File: src/core/chan_mon_params.svh
// constants for the channel monitor register group
`ifndef CHAN_MON_PARAMS_SVH
`define CHAN_MON_PARAMS_SVH
`define ADDR_TAP5 8'h75
`define ADDR_EYE_THR 8'h76
`define ADDR_SBT_THR 8'h77
`define ADDR_STATUS 8'h78
`define RST_EYE_THR 8'h22
`define RST_SBT_THR 5'h1A
`define RST_CTRL77_HI 3'h0
`define BIT_SIGN 4
`define BIT_SD_LIVE 5
`define BIT_LOCK_LIVE 4
`define BIT_LOCK_FLAG 3
`define BIT_SD_FLAG 2
`define BIT_EYE_FLAG 0
`define EYE_STEP_SHIFT 2
`endif

File: src/core/chan_mon_pkg.sv
// types for the channel monitor register group
`default_nettype none
package chan_mon_pkg;
  typedef struct packed {
    logic valid;
    logic write;
    logic [7:0] addr;
    logic [7:0] wdata;
  } reg_req_t;
  typedef struct packed {
    logic valid;
    logic [7:0] rdata;
  } reg_rsp_t;
  typedef struct packed {
    logic tap5_sign_view;
    logic [3:0] tap5_weight_view;
    logic input_present_live;
    logic recovery_locked_live;
    logic [5:0] veo_meas;
    logic [5:0] heo_meas;
  } chan_obs_t;
  typedef struct packed {
    logic lock_gain_flag_enable;
    logic input_change_flag_enable;
    logic eye_flag_enable;
  } flag_en_t;
  typedef struct packed {
    logic [3:0] locked_vertical_limit;
    logic [3:0] locked_horizontal_limit;
    logic [4:0] locked_sbt_limit;
  } limits_t;
endpackage : chan_mon_pkg
`default_nettype wire

File: src/core/retimer_channel_monitor_regs.sv
// channel monitor, threshold and sticky flag registers
`timescale 1ns/1ps
`default_nettype none
`include "chan_mon_params.svh"
module retimer_channel_monitor_regs (
  input wire logic clock_in,
  input wire logic rst_in,
  input wire chan_mon_pkg::reg_req_t req_in,
  input wire chan_mon_pkg::chan_obs_t obs_in,
  input wire chan_mon_pkg::flag_en_t en_in,
  output chan_mon_pkg::reg_rsp_t rsp_out,
  output chan_mon_pkg::limits_t limits_out
);
  import chan_mon_pkg::*;

  // ==========================================================
  // state
  logic [7:0] eye_thr_r, eye_thr_nxt;
  logic [7:0] reg77_r, reg77_nxt;
  logic sd_prev_r, sd_prev_nxt;
  logic lock_prev_r, lock_prev_nxt;
  logic lock_flag_r, lock_flag_nxt;
  logic sd_flag_r, sd_flag_nxt;
  logic eye_flag_r, eye_flag_nxt;
  reg_rsp_t rsp_r, rsp_nxt;
  logic wr_hit, rd_status, lock_ev, sd_ev, eye_ev;
  logic [5:0] veo_lim, heo_lim;

  // ==========================================================
  // events
  always_comb begin
    veo_lim = {eye_thr_r[7:4], {`EYE_STEP_SHIFT{1'b0}}};
    heo_lim = {eye_thr_r[3:0], {`EYE_STEP_SHIFT{1'b0}}};
    lock_ev = en_in.lock_gain_flag_enable & obs_in.recovery_locked_live & ~lock_prev_r;
    sd_ev = en_in.input_change_flag_enable & (obs_in.input_present_live ^ sd_prev_r);
    eye_ev = en_in.eye_flag_enable & ((obs_in.veo_meas < veo_lim) | (obs_in.heo_meas < heo_lim));
    wr_hit = req_in.valid & req_in.write;
    rd_status = req_in.valid & ~req_in.write & (req_in.addr == `ADDR_STATUS);
  end

  // ==========================================================
  // threshold registers
  always_comb begin
    eye_thr_nxt = eye_thr_r;
    reg77_nxt = reg77_r;
    if (wr_hit && req_in.addr == `ADDR_EYE_THR) begin
      eye_thr_nxt = req_in.wdata;
    end
    if (wr_hit && req_in.addr == `ADDR_SBT_THR) begin
      reg77_nxt = req_in.wdata;
    end
  end

  always_ff @(posedge clock_in or posedge rst_in) begin
    if (rst_in) begin
      eye_thr_r <= `RST_EYE_THR;
      reg77_r <= {`RST_CTRL77_HI, `RST_SBT_THR};
      limits_out <= '0;
    end else begin
      eye_thr_r <= eye_thr_nxt;
      reg77_r <= reg77_nxt;
      limits_out <= {eye_thr_nxt, reg77_nxt[4:0]};
    end
  end

  // ==========================================================
  // input history for edge detection
  always_comb begin
    sd_prev_nxt = obs_in.input_present_live;
    lock_prev_nxt = obs_in.recovery_locked_live;
  end

  always_ff @(posedge clock_in or posedge rst_in) begin
    if (rst_in) begin
      sd_prev_r <= 1'h0;
      lock_prev_r <= 1'h0;
    end else begin
      sd_prev_r <= sd_prev_nxt;
      lock_prev_r <= lock_prev_nxt;
    end
  end

  // ==========================================================
  // sticky flags, set wins over read clear
  always_comb begin
    lock_flag_nxt = lock_ev | (lock_flag_r & ~rd_status);
    sd_flag_nxt = sd_ev | (sd_flag_r & ~rd_status);
    eye_flag_nxt = eye_ev | (eye_flag_r & ~rd_status);
  end

  always_ff @(posedge clock_in or posedge rst_in) begin
    if (rst_in) begin
      lock_flag_r <= 1'h0;
      sd_flag_r <= 1'h0;
      eye_flag_r <= 1'h0;
    end else begin
      lock_flag_r <= lock_flag_nxt;
      sd_flag_r <= sd_flag_nxt;
      eye_flag_r <= eye_flag_nxt;
    end
  end

  // ==========================================================
  // read response
  always_comb begin
    rsp_nxt.valid = req_in.valid & ~req_in.write;
    rsp_nxt.rdata = 8'h00;
    if (req_in.valid && !req_in.write) begin
      case (req_in.addr)
        `ADDR_TAP5: rsp_nxt.rdata = {3'h0, obs_in.tap5_sign_view, obs_in.tap5_weight_view};
        `ADDR_EYE_THR: rsp_nxt.rdata = eye_thr_r;
        `ADDR_SBT_THR: rsp_nxt.rdata = reg77_r;
        `ADDR_STATUS: rsp_nxt.rdata = {2'h0, obs_in.input_present_live, obs_in.recovery_locked_live,
                                       lock_flag_r, sd_flag_r, 1'h0, eye_flag_r};
        default: rsp_nxt.rdata = 8'h00;
      endcase
    end
  end

  always_ff @(posedge clock_in or posedge rst_in) begin
    if (rst_in) begin
      rsp_r <= '0;
    end else begin
      rsp_r <= rsp_nxt;
    end
  end

  always_comb begin
    rsp_out = rsp_r;
  end

  // ==========================================================
  // checks
  a_lock_rise_sets: assert property (@(posedge clock_in) disable iff (rst_in)
    lock_ev |=> lock_flag_r) else $error("lock flag not set on rise");
  a_lock_gated: assert property (@(posedge clock_in) disable iff (rst_in)
    (!lock_flag_r && !en_in.lock_gain_flag_enable) |=> !lock_flag_r) else $error("lock flag set while disabled");
  a_sd_change_sets: assert property (@(posedge clock_in) disable iff (rst_in)
    (en_in.input_change_flag_enable && $changed(obs_in.input_present_live)) |=> sd_flag_r)
    else $error("detect flag missed change");
  a_sd_gated: assert property (@(posedge clock_in) disable iff (rst_in)
    (!sd_flag_r && !en_in.input_change_flag_enable) |=> !sd_flag_r) else $error("detect flag set while disabled");
  a_eye_gated: assert property (@(posedge clock_in) disable iff (rst_in)
    (!eye_flag_r && !en_in.eye_flag_enable) |=> !eye_flag_r) else $error("eye flag set while disabled");
  a_flag_sticky: assert property (@(posedge clock_in) disable iff (rst_in)
    (lock_flag_r && !rd_status) |=> lock_flag_r) else $error("lock flag dropped without read");
  a_read_clears: assert property (@(posedge clock_in) disable iff (rst_in)
    (rd_status && !eye_ev) |=> !eye_flag_r) else $error("eye flag not cleared by read");
  a_status_read: assert property (@(posedge clock_in) disable iff (rst_in)
    rd_status |=> (rsp_out.valid && rsp_out.rdata[7:6] == 2'h0 && rsp_out.rdata[1] == 1'h0))
    else $error("status reserved bits not zero");
  a_tap5_read: assert property (@(posedge clock_in) disable iff (rst_in)
    (req_in.valid && !req_in.write && req_in.addr == `ADDR_TAP5) |=>
    rsp_out.rdata == {3'h0, $past(obs_in.tap5_sign_view), $past(obs_in.tap5_weight_view)})
    else $error("tap5 read wrong");

  // ==========================================================
  // further checks
  a_lock_fall_quiet: assert property (@(posedge clock_in) disable iff (rst_in)
    (!lock_flag_r && $fell(obs_in.recovery_locked_live)) |=> !lock_flag_r)
    else $error("lock flag set on loss of lock");
  a_lock_steady_quiet: assert property (@(posedge clock_in) disable iff (rst_in)
    (!lock_flag_r && $stable(obs_in.recovery_locked_live)) |=> !lock_flag_r)
    else $error("lock flag set without rise");
  a_sd_still_quiet: assert property (@(posedge clock_in) disable iff (rst_in)
    (!sd_flag_r && !$changed(obs_in.input_present_live)) |=> !sd_flag_r)
    else $error("detect flag set without change");
  a_sd_sticky: assert property (@(posedge clock_in) disable iff (rst_in)
    (sd_flag_r && !rd_status) |=> sd_flag_r)
    else $error("detect flag dropped without read");
  a_eye_sticky: assert property (@(posedge clock_in) disable iff (rst_in)
    (eye_flag_r && !rd_status) |=> eye_flag_r)
    else $error("eye flag dropped without read");
  a_lock_read_clears: assert property (@(posedge clock_in) disable iff (rst_in)
    (rd_status && !lock_ev) |=> !lock_flag_r)
    else $error("lock flag not cleared by read");
  a_sd_read_clears: assert property (@(posedge clock_in) disable iff (rst_in)
    (rd_status && !sd_ev) |=> !sd_flag_r)
    else $error("detect flag not cleared by read");
  a_eye_vert_sets: assert property (@(posedge clock_in) disable iff (rst_in)
    (en_in.eye_flag_enable && obs_in.veo_meas < {eye_thr_r[7:4], {`EYE_STEP_SHIFT{1'b0}}}) |=> eye_flag_r)
    else $error("eye flag missed vertical drop");
  a_eye_horiz_sets: assert property (@(posedge clock_in) disable iff (rst_in)
    (en_in.eye_flag_enable && obs_in.heo_meas < {eye_thr_r[3:0], {`EYE_STEP_SHIFT{1'b0}}}) |=> eye_flag_r)
    else $error("eye flag missed horizontal drop");
  a_eye_open_quiet: assert property (@(posedge clock_in) disable iff (rst_in)
    (!eye_flag_r && obs_in.veo_meas >= veo_lim && obs_in.heo_meas >= heo_lim) |=> !eye_flag_r)
    else $error("eye flag set with open eye");
  a_vert_limit_write: assert property (@(posedge clock_in) disable iff (rst_in)
    (wr_hit && req_in.addr == `ADDR_EYE_THR) |=> limits_out.locked_vertical_limit == $past(req_in.wdata[7:4]))
    else $error("vertical limit not written");
  a_horiz_limit_write: assert property (@(posedge clock_in) disable iff (rst_in)
    (wr_hit && req_in.addr == `ADDR_EYE_THR) |=> limits_out.locked_horizontal_limit == $past(req_in.wdata[3:0]))
    else $error("horizontal limit not written");
  a_sbt_limit_write: assert property (@(posedge clock_in) disable iff (rst_in)
    (wr_hit && req_in.addr == `ADDR_SBT_THR) |=> limits_out.locked_sbt_limit == $past(req_in.wdata[4:0]))
    else $error("sbt limit not written");
  a_eye_thr_readback: assert property (@(posedge clock_in) disable iff (rst_in)
    (req_in.valid && !req_in.write && req_in.addr == `ADDR_EYE_THR) |=>
    rsp_out.rdata == {limits_out.locked_vertical_limit, limits_out.locked_horizontal_limit})
    else $error("eye limit read wrong");
  a_sbt_readback: assert property (@(posedge clock_in) disable iff (rst_in)
    (req_in.valid && !req_in.write && req_in.addr == `ADDR_SBT_THR) |=>
    rsp_out.rdata[4:0] == limits_out.locked_sbt_limit) else $error("sbt limit read wrong");
  a_live_status_read: assert property (@(posedge clock_in) disable iff (rst_in)
    rd_status |=> (rsp_out.rdata[`BIT_SD_LIVE] == $past(obs_in.input_present_live) &&
    rsp_out.rdata[`BIT_LOCK_LIVE] == $past(obs_in.recovery_locked_live))) else $error("live status read wrong");
endmodule : retimer_channel_monitor_regs
`default_nettype wire

File: config.mk
export PLATFORM = sky130hd
export DESIGN_NAME = retimer_channel_monitor_regs
export DESIGN_NICKNAME = d
export VERILOG_FILES = /design/src/core/chan_mon_pkg.sv /design/src/core/retimer_channel_monitor_regs.sv
export VERILOG_INCLUDE_DIRS = /design/src /design/src/core
export SDC_FILE = /design/constraint.sdc
export NUM_CORES = 1
export LEC_CHECK = 0
export ABC_AREA = 1
export BUFFER_PORTS_ARGS = -buffer_cell sky130_fd_sc_hd__clkbuf_2
export CAP_MARGIN = 20
export CORE_MARGIN = 5
export CORE_UTILIZATION = 45
export DETAILED_ROUTE_END_ITERATION = 16
export PLACE_DENSITY = 0.77
export REMOVE_ABC_BUFFERS = 1
export SLEW_MARGIN = 15
export SYNTH_ARGS = -nofsm -noshare
export SYNTH_HDL_FRONTEND = slang
export SYNTH_SLANG_ARGS = --single-unit
File: constraint.sdc
create_clock -name clock_in -period 1.3 [get_ports clock_in]
set_input_delay 0.065 -clock clock_in [delete_from_list [all_inputs] [get_ports clock_in]]
set_output_delay 0.065 -clock clock_in [all_outputs]
set_load 0.03 [all_outputs]
==> run metrics <==
status complete, but fails checks; violated checks setup timing; FFs w/ async S/R, synth 100.0%; CP Class flop to flop; Tcrit/Tclk final 100.4%; WL/cell 13.14 um; number of max-cap violations 0; Post-DP HPWL 3.272 mm; Min Hold Slack 0.007638 ns; Area Growth Syn to Fin 30.00%; Inst Count DP 317; fin area 2375 um^2; syn_area_per_cell 8.536 um^2; CTS Buf Count 5; hold depth 3; fin cells 338; post-detailed-route DRC marker count 0; internal reg-to-reg setup slack -0.006 ns; core area 3971 um^2; Int Pwr 0.001732 W; Die Ht 73.72 um; synth top area cells dfrtp_1, nand2_1, dfstp_2; Initial DRC Count 85; I/O Buffers 59; count of different cell masters after synthesis 20; RSZ-0062 raised after global routing true; critical-path maximum fanout 2; Post-synth EDFFs 0; pwr/cell area 974.6 nW/um^2; Worst-Margin Slew 0.4442 ns; Slew Viols, Final 0; multi-input logic area 770.7 um^2; Fin. Hold Viols 0; fraction of layout cells with a size suffix above 1 36.11%; CTS sink cnt 35; slew margin rel. 70.39%; initial antenna violation count 0; Final GP Congestion 0.9273; leading area contributor after synthesis dfrtp_1; CTS tree done; #FFs+latches synth 35; CP Launch Type flop; first-pass detailed-route iteration total 5; DP Worst Slack -0.007388 ns; hold path start req_in[4]; VDD IR max 0.4070 mV; post-route minimum period 1.306 ns; Post-DP Area 2121 um^2; worst hold endpoint eye_thr_r[4]; critical path capture point type flop; GRT Total Usage 16.60%; Initial Util 46.00%; Reg2Reg Depth 9; Worst Setup SP eye_thr_r[5]; final setup vio count 1; Commonest cells post-synth nand2_1, dfrtp_1, inv_1; IO Count 64; Lkg Pwr 1.344 nW; clock slew at reported path FFs 0.07 ns; reg-to-reg endpoint eye_flag_r; drt total wl 4.441 mm; DIE WIDTH 73.72 um; fin worst setup slack -0.005556 ns; Worst Skew 0.007694 ns; Seq pwr share 49.5%; via count 1612; Synth top area share 41.10%; Logic pwr share 13.3%; CTS max path bufs 2; NetSw 0.0005826 W; Ys Warns 0; CP Data Arrival Time 1.49 ns; fmax 0.7660 GHz; Remaining Overflow, GRT 0; Syn Inst Count 214; first-pass GRT wire length 6.755 mm; Post-Syn Area 1827 um^2; Main synth FF type dfrtp_1; reg-to-reg critical path startpoint eye_thr_r[5]; htree depth 2; FILL cells 361; vias in the first global route 1499; setup TNS -0.005556 ns; largest net degree at the start of global routing 36; # diodes 0; Final ANT Viol Nets 0; num rows 23; sw frac 25.17%; worst min-delay path class primary input to flop; clock root buffer clkbuf_8; dominant cell by count in the synthesized netlist nand2_1; Worst-Skew Late Latency 0.29 ns; Layout Nets 335; sequential cell area fraction in the yosys report 48.29%; Seq. cell area 882.1 um^2; DIE AREA 5434 um^2; WP data required 1.48 ns; vias per cell 4.769; clock share of power 37.2%
-- worst max path at each step --
stage / to / slack (ns) / cells past startpoint
after floorplan: eye_flag_r / 0.007 / 9
after global placement: eye_flag_r / 0.02 / 9
after detailed placement: eye_flag_r / -0.007 / 9
after CTS: eye_flag_r / 0.0004 / 9
after global routing: eye_flag_r / -0.09 / 9
final: eye_flag_r / -0.006 / 9
-- worst max-delay path, stage by stage (launching register included) --
cell and delay [ns]:
dfstp_2 0.54, inv_2 0.05, ha_4 0.25, o21ai_1 0.05, nand2_1 0.06, nand2_1 0.04
nand2_1 0.05, nand2_1 0.05, nand2_1 0.06, nand2_1 0.04
-- state kept, by name, summed over array words and instances (netlist names) --
signal       cells
eye_flag_r       1
eye_thr_r        8
limits_out       7
lock_flag_r      1
lock_prev_r      1
reg77_r          6
rsp_out          9
sd_flag_r        1
sd_prev_r        1
-- through the flow --
step,total power (W),util (%)
final,0.002314,59.80
after global routing,0.002411,59.80
after CTS,0.002323,58.13
after detailed placement,0.001437,53.40
after global placement,0.001428,53.40
after floorplan,0.001307,-
-- final cells by class --
type | count | share of cell area, %
inverter | 31 | 4.900
tap | 50 | 2.634
sequential | 35 | 37.14
multi-input combinational | 138 | 32.46
clock buffer | 8 | 4.215
timing repair buffer | 76 | 18.65
-- placed cells by master, fill, tap and decap left out, types with 4 or more instances in the layout --
cell and n:
clkbuf_2 59, nand2_1 52, dfrtp_1 30, inv_1 28, nand3_1 24, o21ai_0 22
nor2_1 10, buf_4 9, dlygate4sd3_1 8, clkbuf_8 7, nor2_4 5, dfstp_2 5
nand2_2 4, ha_1 4
-- timing repair --
action / in CTS / in global routing
pin swaps: 1 / 7
gates cloned: 0 / 2
setup endpoints to repair: 1 / 14
hold endpoints to repair: 37 / 0
resized for setup: 2 / 7
setup buffers: 1 / 2
hold buffers: 8 / 0
-- kinds of logic (layout without fill, tap and decap cells) --
logic type,Yosys count,in the layout,share of synthesized area [%]
DFF,35,35,48.29
buffers and inverters,43,115,12.33
and+or+nand+nor,100,102,26.51
AOI/OAI and AO/OA,30,30,8.767
adders and majority gates,6,6,4.109
-- power groups by stage --
stage	sequential (W)	clock [W]	combinational (W)
global placement	0.00116	0	0.000266
detailed placement	0.00116	0	0.000272
global route	0.00115	0.000923	0.000340
floorplan	0.00120	0	0.000107
CTS	0.00114	0.000883	0.000295
finish	0.00115	0.000862	0.000307
-- per-layer routing --
layer | GRT usage (%) | up-vias | wire length (um)
met1 | 20.76 | 742 | 1864
met5 | 0 | - | 0
met4 | 8.853 | 0 | 92
li1 | - | 817 | -
met2 | 26.87 | 46 | 2237
met3 | 3.283 | 7 | 246
(Power assumes the default switching activity.)
